--- src/logic/reset_watchdog_pkg.sv ---
/*
  Shared constants, register layouts and types for the reset and
  watchdog unit.
  Assumes a 10 MHz system clock and a 128 kHz watchdog oscillator.
*/
`default_nettype none

package reset_watchdog_pkg;

  // ------------------------------------------------------------
  // register map
  // ------------------------------------------------------------
  localparam logic [7:0] CAUSE_OFFSET = 8'h54;
  localparam logic [7:0] CONTROL_OFFSET = 8'h60;
  localparam logic [7:0] CONTROL_RESET = 8'h00;
  localparam logic [7:0] CAUSE_RESET = 8'h00;
  localparam logic [7:0] READ_IDLE = 8'h00;

  // field positions of the control register
  localparam int FLAG_POS = 7;
  localparam int IE_POS = 6;
  localparam int PRESCALE_HIGH_POS = 5;
  localparam int CE_POS = 4;
  localparam int RE_POS = 3;

  // ------------------------------------------------------------
  // timing
  // ------------------------------------------------------------
  localparam int CLK_HZ = 10_000_000;
  localparam int CLK_PER_US = CLK_HZ / 1_000_000;
  localparam int WDT_OSC_HZ = 128_000;
  localparam int WDT_BASE_TICKS = 2048;
  localparam int MIN_TIMEOUT_MS = 16;
  localparam int MAX_TIMEOUT_MS = 8000;
  localparam logic [3:0] PRESCALE_MAX = 4'h9;
  localparam int WD_CNT_W = 21;
  localparam logic [2:0] CHANGE_WINDOW_CYCLES = 3'h4;
  localparam int TOUT_SHORT_US = 4100;
  localparam int TOUT_LONG_US = 65000;
  localparam int OSC_SETTLE_US = 100;
  localparam int SHORT_DELAY_CYC = TOUT_SHORT_US * CLK_PER_US;
  localparam int LONG_DELAY_CYC = TOUT_LONG_US * CLK_PER_US;
  localparam int OSC_SETTLE_CYC = OSC_SETTLE_US * CLK_PER_US;
  localparam int DELAY_W = 20;

  // ------------------------------------------------------------
  // carriers
  // ------------------------------------------------------------
  typedef struct packed {
    logic intFlag;
    logic intEnable;
    logic prescaleHigh;
    logic changeEnable;
    logic resetEnable;
    logic [2:0] prescaleLow;
  } watchdog_control_type;

  typedef struct packed {
    logic [3:0] unused;
    logic watchdogFlag;
    logic brownoutFlag;
    logic externalFlag;
    logic powerOnFlag;
  } reset_cause_type;

  typedef enum {WD_STOPPED, WD_INTERRUPT, WD_RESET, WD_COMBINED}
    watchdog_mode_type;

  typedef enum {WIN_CLOSED, WIN_OPEN} change_window_type;

endpackage

`default_nettype wire

--- src/logic/reset_and_watchdog_unit.sv ---
/*
  Reset controller with a watchdog timer: gathers reset sources,
  stretches the internal reset, enables the bandgap and runs the
  watchdog with its timed change sequence.
  Assumes all inputs synchronous to ref_clk except the reset path,
  which is combinational, and the oscillator input, synchronised here.
*/
`timescale 1ns/1ps
`default_nettype none

module reset_and_watchdog_unit
  import reset_watchdog_pkg::*;
#(
  parameter int SHORT_DELAY_CYCLES = SHORT_DELAY_CYC,
  parameter int LONG_DELAY_CYCLES = LONG_DELAY_CYC
) (
  input wire logic ref_clk,
  input wire logic reset,
  input wire logic [7:0] regAddr,
  input wire logic [7:0] regWriteData,
  input wire logic regWrite,
  input wire logic regRead,
  output logic [7:0] regReadData,
  input wire logic powerOnDetect,
  input wire logic externalResetPinN,
  input wire logic brownoutDetect,
  input wire logic brownoutEnableFuse,
  input wire logic externalResetDisableFuse,
  input wire logic alwaysOnFuse,
  input wire logic [1:0] startupDelayFuse,
  input wire logic [3:0] clockSourceFuse,
  input wire logic comparatorBandgapSelect,
  input wire logic converterEnable,
  input wire logic watchdogOscIn,
  input wire logic watchdogRestart,
  input wire logic irqAck,
  output logic systemReset,
  output logic watchdogIrq,
  output logic bandgapEnable
);

  // ------------------------------------------------------------
  // parameter check
  // ------------------------------------------------------------
  if (SHORT_DELAY_CYCLES < 1 ||
      LONG_DELAY_CYCLES + OSC_SETTLE_CYC >= (1 << DELAY_W))
  begin : g_delay_check
    $error("startup delay does not fit the delay counter");
  end

  // ------------------------------------------------------------
  // functions
  // ------------------------------------------------------------
  // oscillator ticks to expiry, prescale clamped to the top setting
  function automatic logic [WD_CNT_W-1:0] timeoutTicks(
    input logic [3:0] prescale
  );
    logic [3:0] p;
    p = (prescale > PRESCALE_MAX) ? PRESCALE_MAX : prescale;
    timeoutTicks = WD_CNT_W'(WDT_BASE_TICKS) << p;
  endfunction

  // delay length from start-up and clock source fuses
  function automatic logic [DELAY_W-1:0] startupCycles(
    input logic [1:0] startup_delay_fuse,
    input logic [3:0] cks
  );
    logic [DELAY_W-1:0] base;
    case (startup_delay_fuse)
      2'h0: base = DELAY_W'(1);
      2'h1: base = DELAY_W'(SHORT_DELAY_CYCLES);
      default: base = DELAY_W'(LONG_DELAY_CYCLES);
    endcase
    // crystal sources need extra settling time
    if (cks[3]) begin
      base = base + DELAY_W'(OSC_SETTLE_CYC);
    end
    startupCycles = base;
  endfunction

  // operating mode from the effective enable bits
  function automatic watchdog_mode_type modeOf(
    input logic re,
    input logic ie
  );
    case ({re, ie})
      2'b01: modeOf = WD_INTERRUPT;
      2'b10: modeOf = WD_RESET;
      2'b11: modeOf = WD_COMBINED;
      default: modeOf = WD_STOPPED;
    endcase
  endfunction

  // ------------------------------------------------------------
  // declarations
  // ------------------------------------------------------------
  watchdog_control_type ctrl_reg;
  reset_cause_type cause_reg;
  change_window_type window_reg;
  logic [2:0] windowCount_reg;
  logic [WD_CNT_W-1:0] wdCount_reg;
  logic oscMeta_reg;
  logic oscSync_reg;
  logic oscPrev_reg;
  logic wdPulse_reg;
  logic [7:0] readData_reg;
  logic bandgap_reg;
  logic externalActive;
  logic brownoutActive;
  logic anySource;
  logic holdReset;
  logic internalRst;
  logic oscTick;
  logic resetEnableEff;
  logic intEnableEff;
  watchdog_mode_type mode;
  logic [3:0] prescale;
  logic [WD_CNT_W-1:0] limit;
  logic expire;
  logic irqSet;
  logic resetReq;
  logic ctrlWrite;
  logic causeWrite;
  watchdog_control_type wrCtrl;
  reset_cause_type wrCause;
  logic openWrite;
  logic changeWrite;

  // ------------------------------------------------------------
  // reset sources
  // ------------------------------------------------------------
  // external pin only counts when its disable fuse is clear
  assign externalActive = ~externalResetPinN &
                          ~externalResetDisableFuse;
  assign brownoutActive = brownoutDetect &
                          brownoutEnableFuse;

  // purely combinational so it acts with no clock running
  assign anySource = reset | powerOnDetect | externalActive |
                     brownoutActive | wdPulse_reg;

  // ------------------------------------------------------------
  // reset stretching
  // ------------------------------------------------------------
  startup_delay_counter #(
    .CNT_W(DELAY_W)
  ) u_delay (
    .ref_clk(ref_clk),
    .sourceActive(anySource),
    .loadCycles(startupCycles(startupDelayFuse, clockSourceFuse)),
    .holdReset(holdReset)
  );

  // assert at once, release on the delay counter's clock edge
  assign internalRst = anySource | holdReset;
  assign systemReset = internalRst;

  // ------------------------------------------------------------
  // watchdog oscillator synchroniser
  // ------------------------------------------------------------
  // two flops, then an edge detector on the second
  always_ff @(posedge ref_clk) begin
    if (reset) begin
      oscMeta_reg <= 1'b0;
      oscSync_reg <= 1'b0;
      oscPrev_reg <= 1'b0;
    end else begin
      oscMeta_reg <= watchdogOscIn;
      oscSync_reg <= oscMeta_reg;
      oscPrev_reg <= oscSync_reg;
    end
  end

  assign oscTick = oscSync_reg & ~oscPrev_reg;

  // ------------------------------------------------------------
  // effective configuration
  // ------------------------------------------------------------
  // fuse and reset flag override the stored bits
  assign resetEnableEff = ctrl_reg.resetEnable | alwaysOnFuse |
                          cause_reg.watchdogFlag;
  assign intEnableEff = ctrl_reg.intEnable & ~alwaysOnFuse;
  assign mode = modeOf(resetEnableEff, intEnableEff);
  assign prescale = {ctrl_reg.prescaleHigh, ctrl_reg.prescaleLow};
  assign limit = timeoutTicks(prescale);

  // ------------------------------------------------------------
  // watchdog counter
  // ------------------------------------------------------------
  // no sleep input: counting never pauses while enabled
  assign expire = oscTick && (mode != WD_STOPPED) &&
                  (wdCount_reg == limit - 1'b1);

  always_ff @(posedge ref_clk) begin
    if (internalRst || watchdogRestart || mode == WD_STOPPED) begin
      wdCount_reg <= '0;
    end else if (expire) begin
      wdCount_reg <= '0;
    end else if (oscTick) begin
      wdCount_reg <= wdCount_reg + 1'b1;
    end
  end

  // ------------------------------------------------------------
  // time-out actions
  // ------------------------------------------------------------
  // combined mode resets only if the first interrupt is still pending
  assign irqSet = expire & intEnableEff;
  assign resetReq = expire & resetEnableEff &
                    (~intEnableEff | ctrl_reg.intFlag);

  // one-cycle reset pulse; the delay reloads until it falls
  always_ff @(posedge ref_clk) begin
    if (reset) begin
      wdPulse_reg <= 1'b0;
    end else begin
      wdPulse_reg <= resetReq & ~wdPulse_reg;
    end
  end

  // ------------------------------------------------------------
  // register decode
  // ------------------------------------------------------------
  assign ctrlWrite = regWrite && regAddr == CONTROL_OFFSET;
  assign causeWrite = regWrite && regAddr == CAUSE_OFFSET;
  assign wrCtrl = watchdog_control_type'(regWriteData);
  assign wrCause = reset_cause_type'(regWriteData);
  assign openWrite = ctrlWrite & wrCtrl.changeEnable &
                     wrCtrl.resetEnable;
  assign changeWrite = ctrlWrite & ~wrCtrl.changeEnable &
                       (window_reg == WIN_OPEN);

  // ------------------------------------------------------------
  // change window
  // ------------------------------------------------------------
  // opens on the opening write, closes after four cycles or a change
  always_ff @(posedge ref_clk) begin
    if (internalRst) begin
      window_reg <= WIN_CLOSED;
      windowCount_reg <= 3'h0;
    end else begin
      case (window_reg)
        WIN_CLOSED: begin
          if (openWrite) begin
            window_reg <= WIN_OPEN;
            windowCount_reg <= CHANGE_WINDOW_CYCLES;
          end
        end
        WIN_OPEN: begin
          if (openWrite) begin
            windowCount_reg <= CHANGE_WINDOW_CYCLES;
          end else if (changeWrite || windowCount_reg == 3'h1) begin
            window_reg <= WIN_CLOSED;
            windowCount_reg <= 3'h0;
          end else begin
            windowCount_reg <= windowCount_reg - 3'h1;
          end
        end
        default: begin
          window_reg <= WIN_CLOSED;
          windowCount_reg <= 3'h0;
        end
      endcase
    end
  end

  // ------------------------------------------------------------
  // watchdog control register
  // ------------------------------------------------------------
  // reset enable: set freely, clear in window; prescale: change in window only
  always_ff @(posedge ref_clk) begin
    if (internalRst) begin
      ctrl_reg.resetEnable <= CONTROL_RESET[RE_POS];
      ctrl_reg.prescaleHigh <= CONTROL_RESET[PRESCALE_HIGH_POS];
      ctrl_reg.prescaleLow <= CONTROL_RESET[2:0];
    end else if (changeWrite) begin
      ctrl_reg.resetEnable <= wrCtrl.resetEnable;
      ctrl_reg.prescaleHigh <= wrCtrl.prescaleHigh;
      ctrl_reg.prescaleLow <= wrCtrl.prescaleLow;
    end else if (ctrlWrite && wrCtrl.resetEnable) begin
      ctrl_reg.resetEnable <= 1'b1;
    end
  end

  // change enable mirrors the open window
  always_ff @(posedge ref_clk) begin
    if (internalRst) begin
      ctrl_reg.changeEnable <= CONTROL_RESET[CE_POS];
    end else if (openWrite) begin
      ctrl_reg.changeEnable <= 1'b1;
    end else if (changeWrite || windowCount_reg == 3'h1) begin
      ctrl_reg.changeEnable <= 1'b0;
    end
  end

  // interrupt enable: vector in combined mode drops to reset mode
  always_ff @(posedge ref_clk) begin
    if (internalRst) begin
      ctrl_reg.intEnable <= CONTROL_RESET[IE_POS];
    end else if (irqAck && mode == WD_COMBINED) begin
      ctrl_reg.intEnable <= 1'b0;
    end else if (ctrlWrite) begin
      ctrl_reg.intEnable <= wrCtrl.intEnable;
    end
  end

  // interrupt flag: expiry wins over vector or write-one clear
  always_ff @(posedge ref_clk) begin
    if (internalRst) begin
      ctrl_reg.intFlag <= CONTROL_RESET[FLAG_POS];
    end else if (irqSet) begin
      ctrl_reg.intFlag <= 1'b1;
    end else if (irqAck || (ctrlWrite && wrCtrl.intFlag)) begin
      ctrl_reg.intFlag <= 1'b0;
    end
  end

  // ------------------------------------------------------------
  // reset cause register
  // ------------------------------------------------------------
  // survives internal resets except the reset input, which clears it; power-on clears the other causes
  always_ff @(posedge ref_clk) begin
    if (reset) begin
      cause_reg <= reset_cause_type'(CAUSE_RESET);
    end else if (powerOnDetect) begin
      cause_reg <= reset_cause_type'(CAUSE_RESET);
      cause_reg.powerOnFlag <= 1'b1;
    end else begin
      cause_reg.unused <= 4'h0;
      cause_reg.powerOnFlag <= cause_reg.powerOnFlag &
                               ~(causeWrite & ~wrCause.powerOnFlag);
      cause_reg.externalFlag <= externalActive |
        (cause_reg.externalFlag & ~(causeWrite & ~wrCause.externalFlag));
      cause_reg.brownoutFlag <= brownoutActive |
        (cause_reg.brownoutFlag & ~(causeWrite & ~wrCause.brownoutFlag));
      cause_reg.watchdogFlag <= wdPulse_reg |
        (cause_reg.watchdogFlag &
         ~(causeWrite & ~wrCause.watchdogFlag));
    end
  end

  // ------------------------------------------------------------
  // read port
  // ------------------------------------------------------------
  // data stands the cycle after the read strobe only
  always_ff @(posedge ref_clk) begin
    if (internalRst || !regRead) begin
      readData_reg <= READ_IDLE;
    end else begin
      case (regAddr)
        CONTROL_OFFSET: begin
          readData_reg <= {ctrl_reg.intFlag, intEnableEff,
                           ctrl_reg.prescaleHigh, ctrl_reg.changeEnable,
                           resetEnableEff, ctrl_reg.prescaleLow};
        end
        CAUSE_OFFSET: begin
          readData_reg <= cause_reg;
        end
        default: begin
          readData_reg <= READ_IDLE;
        end
      endcase
    end
  end

  assign regReadData = readData_reg;

  // ------------------------------------------------------------
  // bandgap and interrupt outputs
  // ------------------------------------------------------------
  always_ff @(posedge ref_clk) begin
    if (reset) begin
      bandgap_reg <= 1'b0;
    end else begin
      bandgap_reg <= brownoutEnableFuse | comparatorBandgapSelect |
                     converterEnable;
    end
  end

  assign bandgapEnable = bandgap_reg;

  // level request, also usable as a wake-up source
  assign watchdogIrq = ctrl_reg.intFlag & intEnableEff;

endmodule

`default_nettype wire

--- src/logic/startup_delay_counter.sv ---
/*
  Delay counter that stretches the internal reset after every
  reset source has gone inactive.
  Assumes the load value is steady while sources are active.
*/
`timescale 1ns/1ps
`default_nettype none

module startup_delay_counter
  import reset_watchdog_pkg::*;
#(
  parameter int CNT_W = DELAY_W
) (
  input wire logic ref_clk,
  input wire logic sourceActive,
  input wire logic [CNT_W-1:0] loadCycles,
  output logic holdReset
);

  // ------------------------------------------------------------
  // parameter check
  // ------------------------------------------------------------
  if (CNT_W < 2) begin : g_width_check
    $error("delay counter width too small");
  end

  logic [CNT_W-1:0] count_reg;
  logic hold_reg;

  // ------------------------------------------------------------
  // stretch counter
  // ------------------------------------------------------------
  // reload while any source is active, count down after
  always_ff @(posedge ref_clk) begin
    if (sourceActive) begin
      count_reg <= loadCycles;
    end else if (count_reg != '0) begin
      count_reg <= count_reg - 1'b1;
    end
  end

  // release only at the clock edge after the count runs out
  always_ff @(posedge ref_clk) begin
    if (sourceActive) begin
      hold_reg <= 1'b1;
    end else if (count_reg == '0) begin
      hold_reg <= 1'b0;
    end
  end

  assign holdReset = hold_reg;

endmodule

`default_nettype wire

--- config.mk ---
export PLATFORM = sky130hd
export DESIGN_NAME = reset_and_watchdog_unit
export DESIGN_NICKNAME = d
export VERILOG_FILES = /design/src/logic/reset_watchdog_pkg.sv /design/src/logic/reset_and_watchdog_unit.sv /design/src/logic/startup_delay_counter.sv
export SDC_FILE = /design/constraint.sdc
export NUM_CORES = 1
export LEC_CHECK = 0
export ABC_AREA = 1
export ABC_CLOCK_PERIOD_IN_PS = 3000
export BUFFER_PORTS_ARGS = -buffer_cell sky130_fd_sc_hd__buf_2
export CAP_MARGIN = 25
export CORE_ASPECT_RATIO = 1.75
export CORE_UTILIZATION = 43
export CTS_CLUSTER_DIAMETER = 100
export CTS_CLUSTER_SIZE = 30
export DETAILED_ROUTE_END_ITERATION = 8
export GPL_TIMING_DRIVEN = 0
export HOLD_SLACK_MARGIN = 0.15
export PLACE_DENSITY = 0.61
export SETUP_SLACK_MARGIN = 0.5
export SYNTH_ARGS = -nofsm -noshare
export SYNTH_HDL_FRONTEND = slang
export SYNTH_HIERARCHICAL = 1
export SYNTH_SLANG_ARGS = --single-unit
--- constraint.sdc ---
create_clock -name ref_clk -period 3 [get_ports ref_clk]
set_clock_uncertainty 0.05 [all_clocks]
set_input_delay 0 -clock ref_clk [delete_from_list [all_inputs] [get_ports ref_clk]]
set_output_delay 0 -clock ref_clk [all_outputs]
set_load 0.02 [all_outputs]
Word level (Yosys, flattened, before mapping)

Index checks and enable logic that the tools add are counted.

$add $sub $neg: 5
Multipliers: 0
Divide/modulo/power cells: 0
Order comparisons: 1
Equal/unequal tests: 14
Shift-type cells: 1
Mux-type cells: 22
Bitwise logic cells: 49
Reduce and logical (&&, ||, !) cells: 27

Operators with widths:

| cell                                                | count |
|---|---|
| 2-to-1 mux 32 bit                                   | 3 |
| logical NOT 32 bit                                  | 2 |
| case mux 32 bit (2 select lines)                    | 1 |
| 2-to-1 mux 20 bit                                   | 3 |
| case mux 20 bit (2 select lines)                    | 1 |
| == test 32 x 1 -> 1 bit (second input constant)     | 1 |
| == test 32 x 2 -> 1 bit (second input constant)     | 1 |
| == test 32 x 3 -> 1 bit (second input constant)     | 1 |
| nonzero test 32 bit                                 | 1 |
| adder 21 x 1 -> 21 bit (second input constant)      | 1 |
| AND 1 bit                                           | 21 |
| == test 21 bit                                      | 1 |
| << shifter 12 x 4 -> 21 bit (first input constant)  | 1 |
| subtractor 21 x 1 -> 21 bit (second input constant) | 1 |
| adder 20 x 10 -> 20 bit (second input constant)     | 1 |
| logical NOT 20 bit                                  | 1 |
| nonzero test 20 bit                                 | 1 |
| subtractor 20 x 1 -> 20 bit (second input constant) | 1 |
| == test 8 x 7 -> 1 bit (second input constant)      | 2 |
| case mux 8 bit (2 select lines)                     | 1 |
| inverter 1 bit                                      | 15 |
| OR 1 bit                                            | 13 |
| 2-to-1 mux 3 bit                                    | 3 |
| nonzero test 2 bit                                  | 4 |
| other kinds (16)                                    | 38 |

Register bits after elaboration: 106
Latch bits: 0
RAM bits: 0
Memory bits (read-only): 0
Word-level logic and storage cells: 141
Memories kept: 0

Depth between registers and ports, before layout

Gate-level depths: netlist (run 1).

Word-level depth: 10
Mapped depth: 16

Hierarchy

The synthesis (run 1) kept the hierarchy.

Modules (own cells, without submodules):

| module                  | times used | cells an instance | area an instance (µm²) |
|---|---|---|---|
| reset_and_watchdog_unit | 1          | 393               | 2,708.8 |
| startup_delay_counter   | 1          | 188               | 1,431.4 |

Worst setup path after synthesis (run 1)

Ideal clock, no wire load.

Path kind: flip-flop to flip-flop
From: reg ctrl_reg[5] (netlist name)
To: reg wdCount_reg[14]
Arrival: 1.753 ns
Data required time: 2.831 ns
Slack: 1.079 ns
Stages on the path, launching flop included: 17
Path buffers: 2
Period minus slack after synthesis: 1.921 ns
Cells stage by stage: dfxtp_1 -> inv_2 -> buf_6 -> nand3_1 -> ha_1 -> inv_1 -> nand2_1 -> nand2_1 -> nor2_1 -> nand2_1 -> nor2_1 -> nand3_1 -> nor2_2 -> nand2_2 -> nand3_4 -> buf_12 -> nor2_2

Cells in the longest elaborated chain, start to end: 7

RTL lines:

| what                             | RTL line                       | text |
|---|---|---|
| from (decl)                      | reset_and_watchdog_unit.sv:97  | `watchdog_control_type ctrl_reg;` |
| greater-than comparator 4 bit    | reset_and_watchdog_unit.sv:59  | `p = (prescale > PRESCALE_MAX) ? PRESCALE_MAX : prescale;` |
| 2-to-1 mux 4 bit (*)             | reset_and_watchdog_unit.sv:59  |  |
| << shifter 12 x 4 -> 21 bit (*)  | reset_and_watchdog_unit.sv:60  | `timeoutTicks = WD_CNT_W'(WDT_BASE_TICKS) << p;` |
| subtractor 21 x 1 -> 21 bit (*)  | reset_and_watchdog_unit.sv:192 | `(wdCount_reg == limit - 1'b1);` |
| == test 21 bit (*)               | reset_and_watchdog_unit.sv:192 |  |
| logical AND 1 bit (*)            | reset_and_watchdog_unit.sv:191 | `assign expire = oscTick && (mode != WD_STOPPED) &&` |
| OR reduction 2 bit (no line) (*) | --                             |  |
| to (signal assigned)             | reset_and_watchdog_unit.sv:200 | `wdCount_reg <= wdCount_reg + 1'b1;` |
| to (decl)                        | reset_and_watchdog_unit.sv:101 | `logic [WD_CNT_W-1:0] wdCount_reg;` |

Every way passes the cells marked *; elsewhere a longest branch is shown, timed or not.
A chain may end at the register's enable or synchronous reset.

Worst setup path after layout (run 1)

From: in reset
To: reg ctrl_reg[5] (netlist name)

Cells in the longest elaborated chain, start to end: 5

RTL lines:

| what                   | RTL line                       | text |
|---|---|---|
| from (decl)            | reset_and_watchdog_unit.sv:18  | `input wire logic reset,` |
| OR 1 bit (3 in series) | reset_and_watchdog_unit.sv:139 | `assign anySource = reset \| powerOnDetect \| externalActive \|` |
| OR 1 bit               | reset_and_watchdog_unit.sv:140 | `brownoutActive \| wdPulse_reg;` |
| named net anySource    | reset_and_watchdog_unit.sv:110 | `logic anySource;` |
| OR 1 bit               | reset_and_watchdog_unit.sv:155 | `assign internalRst = anySource \| holdReset;` |

The timed path passes the listed nets, and every way through them passes these cells.

==> out/results.tsv, run 1 <==
metric	value	unit
Total GRT Usage	22.8	%
CP arrival	2.48	ns
Die W	76.2	um
clock sink count	71	
routing usage on met1	20.7	%
gr ovfl total	0	
Pre-Repair DR Iteration Count	4	
fillers	939	
vias per inst	4.88	
post-route DRC violation count	0	
share of cells above drive strength 1	16.9	%
async set or reset register ratio after synthesis	0	%
Largest register FFs	21	
Area growth syn-to-layout	28.2	%
CP Capture Type	flip-flop	
hold violation count in the final report	0	
flops & latches, synth	71	
Ant. Diodes	0	
Syn Area/Cell	7.13	um2
met3 Usage GRT	3.11	%
worst skew pair latency	0.33	ns
core area	9410	um2
post-synth cell types	34	
worst path cell trace	dlygate4sd3_1 > buf_2 > nor2_1 > nand4_1 > nor2_1 > inv_1 > clkbuf_2 > a211oi_1 > dlygate4sd3_1	
Setup TNS	0	ns
worst hold slack	0.160	ns
Post-synth EDFFs	20	
Power Total	2.30	mW
critical path fanouts, max	10	
footprint of the multi-input gates	2170	um2
Final #Nets	733	
non-filler instance count after layout	816	
Static Leakage	2.16	nW
r2r setup slk	0.79	ns
starting density of the core	44.0	%
via count	3979	
most common cell after layout, fill and taps aside	nand2_1	
GP Congestion	0.943	
first-pass GRT wire length	17.5	mm
Clock Path Buffers	2	
max-cap violation count	0	
worst rel slew slack	57.7	%
Placed Cells	752	
slowest cell delay on critical path	0.58	ns
total CTS buffers	9	
Final setup viols	0	
vias in the first global route	3933	
DR iter-0 viols	158	
status	finished clean	
largest net degree at the start of global routing	13	
Critical Path RT	3.22	ns
fmax	443	MHz
Pins Over Slew Limit	0	
Final HPWL DP	8.50	mm
peak supply drop	333	uV
Synth warnings	6	
commonest non-fill, non-tap cells in the layout	nand2_1 (133), nor2_1 (89), inv_1 (70)	
period utilization	75.2	%
register area	1620	um2
Crit-path slowest cell	dlygate4sd3_1	
busiest grt layer	met2	
Worst Hold Class	in -> reg	
post-synthesis sequential area ratio	39.2	%
Crit Path Class	in -> reg	
met2 Track Usage GR	45.8	%
H-tree depth	3	
startpoint types	input port	
Least-Margin Pin Slew	0.633	ns
Most used DFF post-synth	dfxtp_1	
wire per inst	13.3	um
number of antenna violations at the first check in global routing	0	
number of I/O pins	48	
Clock Tree Root	clkbuf_16	
clk slew on worst S/H paths	0.05	ns
Post-DRT Antenna Nets	0	
Post-Syn Instances	581	
Die H	132	um
CTS tree	built	
num rows	47	
crit path time final	2.26	ns
port buffer count	44	
power per cell area	434	nW/um2
RSZ-0062 raised after global routing	no	
Cell Area, Synth	4140	um2
drt total wl	10.8	mm
Die Area	10000	um2
[synth_stat cells, types with 2 or more instances]
master | count | share of area (%)
nand3_1 | 45 | 5.4
ha_1 | 7 | 2.1
or2_2 | 2 | 0.30
xnor2_1 | 8 | 1.7
nor2_2 | 24 | 3.6
nor2_4 | 5 | 1.4
a211oi_1 | 5 | 0.91
edfxtp_1 | 20 | 15
a21oi_1 | 23 | 2.8
nand4_1 | 11 | 1.7
nand3_4 | 3 | 1.3
clkbuf_1 | 3 | 0.27
nand3b_1 | 5 | 0.91
nand2_1 | 133 | 12
nor4_1 | 2 | 0.30
buf_6 | 4 | 1.1
o21ai_1 | 5 | 0.60
o21ai_0 | 14 | 1.7
dfxtp_1 | 51 | 25
a21o_1 | 3 | 0.54
nor2_1 | 89 | 8.1
nor3_1 | 15 | 1.8
nand2_2 | 7 | 1.1
inv_1 | 70 | 6.3
a31oi_1 | 5 | 0.76
xor2_1 | 11 | 2.3
inv_2 | 4 | 0.36
[worst max-delay path, delay by kind of cell]
family / cells / cell delay [ns]
simple gates: 3 / 0.58
buf+inv: 5 / 1.65
compound gates: 1 / 0.24
[where the power goes]
group	internal (mW)	switching [mW]	total, mW
clock network	0.636	0.399	1.04
logic	0.0940	0.122	0.216
registers	1.02	0.0319	1.05
[routing by layer]
layer	up-vias	wire length (um)	share of wire (%)
met4	0	503	4.6
met2	59	6220	57
li1	2082	-	-
met1	1802	3840	36
met5	-	0	0
met3	36	252	2.3
[cell families after synthesis]
kind of cell	Yosys count	synth area share (%)
AND/OR/NAND/NOR	342	38.1
buffers and inverters	84	8.76
flip-flops	71	39.2
AO/OA/AOI/OAI	56	7.49
XOR/XNOR	19	4.02
adder cells (fa/ha/maj)	7	2.12
other	1	0.0906
multiplexers	1	0.242
[repair_timing]
| action | 4_1_cts | 5_1_grt |
|---|---|---|
| buffers inserted | 0 | 2 |
| endpoints found under the hold margin | 53 | 0 |
| hold buffers | 46 | 0 |
| gates resized for setup | 0 | 1 |
| endpoints found under the setup margin | 0 | 2 |
[path summary, 6_finish.rpt]
| check | startpoint | end | cells past startpoint |
|---|---|---|---|
| worst min register to register | oscMeta_reg$_SDFF_PP0_ | oscSync_reg$_SDFF_PP0_ | 2 |
| worst max register to register | ctrl_reg[5]$_SDFFE_PP0P_ | wdCount_reg[5]$_SDFFE_PP0P_ | 16 |
| worst max-delay path | reset | ctrl_reg[5]$_SDFFE_PP0P_ | 9 |
| worst min-delay path | regAddr[4] | windowCount_reg[1]$_SDFFE_PP0P_ | 5 |
[stage by stage]
| step | setup slack (ns) | cell area, um2 | util [%] |
|---|---|---|---|
| 4_1_cts | 0.649 | 5290 | 56.3 |
| 5_1_grt | 0.576 | 5310 | 56.4 |
| 3_3_place_gp | 0.482 | 4530 | 48.1 |
| 6_report | 0.743 | 5310 | 56.4 |
| 3_5_place_dp | 0.765 | 4540 | 48.3 |
| 2_1_floorplan | 1.08 | 4160 | - |
[area by class of cell]
cell class	count	area share (%)
plain buffers	10	1.63
clock buffers	9	4.24
clock inverters	7	1.20
inverters	74	5.23
multi-input cells	430	40.9
flip-flops and latches	71	30.5
well taps	122	2.88
repair buffers	93	13.4
Note: power is estimated with default switching activity, not from simulation.
==> run 2: changes to the inputs <==
Settings changed: ABC_CLOCK_PERIOD_IN_PS 3000 to 2070, PLACE_DENSITY 0.61 to 0.63.
Clock period 3 ns to 2.07 ns, I/O delays scaled along.
==> out/results.tsv, run 2 (same netlist as run 1, synthesis figures left out) <==
metric	value	unit	change
clk slew on worst S/H paths	0.06	ns	about the same
Final setup viols	22		+22
period utilization	101	%	
reg-to-reg endpoint	wdCount_reg[18]$_SDFFE_PP0P_		
Bufs and invs on worst path	3		-2
placed cell areas	4550	um2	+0.19%
Worst Hold Class	in -> reg		
fin area	5700	um2	+7.3%
Worst path most repeated cell	nand2_1		
worst path cell trace	buf_6 > nor2_4 > nand3_2 > ha_4 > inv_2 > nand2_1 > nand2_1 > nor2_1 > nand2_1 > nor2_1 > nand3_1 > nor2_2 > nand2_2 > nand3_4 > buf_12 > nor2_2		
Crit path max-delay family	simple AND/OR/NAND/NOR gates		
r2r setup slk	-0.02	ns	-0.81 ns
register area	1630	um2	+0.31%
CTS tree	built		
non-filler instance count after layout	835		+2.3%
Power Total	3.37	mW	+46%
num rows	47		unchanged
Post-DRT Antenna Nets	0		unchanged
power per cell area	591	nW/um2	+36%
number of antenna violations at the first check in global routing	0		unchanged
hold endpoint	cause_reg[0]$_SDFF_PP0_		
Ant. Diodes	0		unchanged
status	finished, violations left		
Pre-Repair DR Iteration Count	5		+1
Clock Tree Root	clkbuf_16		
Die Area	10000	um2	unchanged
gr ovfl total	0		unchanged
largest net degree at the start of global routing	13		unchanged
vias in the first global route	4290		+9.1%
CP arrival	2.27	ns	-0.21 ns
Setup WS post-layout	-0.0248	ns	-0.767 ns
max-cap violation count	0		unchanged
total CTS buffers	9		unchanged
share of cells above drive strength 1	28.3	%	+11 points
port buffer count	44		unchanged
via count	4252		+6.9%
drt total wl	11.6	mm	+6.9%
footprint of the multi-input gates	2430	um2	+12%
R2R depth	16		unchanged
peak supply drop	432	uV	+30%
most common cell after layout, fill and taps aside	nand2_1		
first-pass GRT wire length	18.6	mm	+6.3%
fmax	477	MHz	
critical path fanouts, max	10		unchanged
hold wc startpoint	reset		
Final HPWL DP	7.87	mm	-7.4%
clock sink count	71		unchanged
Area growth syn-to-layout	37.6	%	
stages on the worst setup path	16		+7
CP Capture Type	flip-flop		
post-route DRC violation count	0		unchanged
commonest non-fill, non-tap cells in the layout	nand2_1 (129), nor2_1 (69), inv_1 (60)		
core area	9410	um2	unchanged
Die W	76.2	um	unchanged
slowest cell delay on critical path	0.31	ns	-0.27 ns
Final #Nets	752		+2.6%
Worst R2R Start	ctrl_reg[2]$_SDFFE_PP0P_		
H-tree depth	3		unchanged
Static Leakage	2.24	nW	+3.7%
Placed Cells	751		-0.13%
hold violation count in the final report	0		unchanged
wire per inst	13.8	um	+4.4%
Crit Path Class	reg -> reg		
startpoint types	flip-flop		
Crit-path slowest cell	dfxtp_2		
Total GRT Usage	23.4	%	+0.66 points
crit path time final	2.09	ns	
failing checks	setup timing		
fillers	855		-8.9%
final core occ	60.5	%	+4.1 points
starting density of the core	44.0	%	unchanged
Die H	132	um	unchanged
Pins Over Slew Limit	0		unchanged
worst hold path stage count	3		-2
number of I/O pins	48		unchanged
Setup TNS	-0.352	ns	-0.352 ns
Largest register FFs	21		unchanged
vias per inst	5.09		+4.4%
Clock Path Buffers	2		unchanged
RSZ-0062 raised after global routing	yes		
DR iter-0 viols	160		+1.3%
worst hold slack	0.154	ns	-0.00619 ns
DP Worst Slack	-0.0900	ns	-0.855 ns
Critical Path RT	2.24	ns	-0.98 ns
worst skew pair latency	0.33	ns	about the same
GP Congestion	0.895		-5.0%
[run 2: changes by cell type in the layout (fill, tap and decap cells not counted), moves of 9 or more]
| cell | before | now |
|---|---|---|
| buf_4 | 2 | 26 |
| buf_6 | 4 | 13 |
| dlygate4sd3_1 | 46 | 28 |
| inv_1 | 70 | 60 |
| nor2_1 | 89 | 69 |
| nor2_2 | 24 | 37 |
[run 2: worst max-delay path by stage]
stage	start	to	slack, ns
after CTS	ctrl_reg[2]$_SDFFE_PP0P_	wdCount_reg[18]$_SDFFE_PP0P_	-0.04
after global routing	ctrl_reg[2]$_SDFFE_PP0P_	wdCount_reg[18]$_SDFFE_PP0P_	-0.16
after detailed placement	ctrl_reg[5]$_SDFFE_PP0P_	wdCount_reg[1]$_SDFFE_PP0P_	-0.09
final	ctrl_reg[2]$_SDFFE_PP0P_	wdCount_reg[18]$_SDFFE_PP0P_	-0.02
after floorplan	ctrl_reg[5]$_SDFFE_PP0P_	wdCount_reg[14]$_SDFFE_PP0P_	0.17
after global placement	ctrl_reg[5]$_SDFFE_PP0P_	wdCount_reg[6]$_SDFFE_PP0P_	-0.05
[run 2: power breakdown]
part | internal, mW | total [mW] | switching, mW
sequential | 1.48 | 1.53 | 0.0485
clock | 0.877 | 1.45 | 0.578
combinational | 0.170 | 0.385 | 0.216
total | 2.53 | 3.37 | 0.842
[run 2: layout make-up]
type / instances / area share [%]
repair buffers: 109 / 14.5
clock inverters: 5 / 0.549
well taps: 122 / 2.68
flip-flops and latches: 71 / 28.6
plain buffers: 10 / 1.58
clock buffers: 11 / 4.46
multi-input cells: 433 / 42.6
inverters: 74 / 5.03
[run 2: what timing repair did]
action,in CTS,in global routing
endpoints found under the hold margin,55,8
cloned,4,0
buffers inserted,20,12
endpoints found under the setup margin,61,83
gates resized for setup,33,53
hold buffers,30,3
pin swaps,10,26
[run 2: worst reg2reg max path, cell delays in order (launching register included)]
cell and delay, ns:
dfxtp_2 0.31, buf_6 0.11, nor2_4 0.10, nand3_2 0.12, ha_4 0.29, inv_2 0.03
nand2_1 0.05, nand2_1 0.05, nor2_1 0.09, nand2_1 0.05, nor2_1 0.10, nand3_1 0.09
nor2_2 0.13, nand2_2 0.10, nand3_4 0.12, buf_12 0.15, nor2_2 0.04
[run 2: routing by layer]
layer	wire, um	track usage, %	vias up	part of all wire (%)
met5	0	0	-	0
met1	4170	21.8	1987	36
met4	467	15.5	0	4.0
met3	312	4.29	43	2.7
li1	-	-	2120	-
met2	6610	45.5	102	57
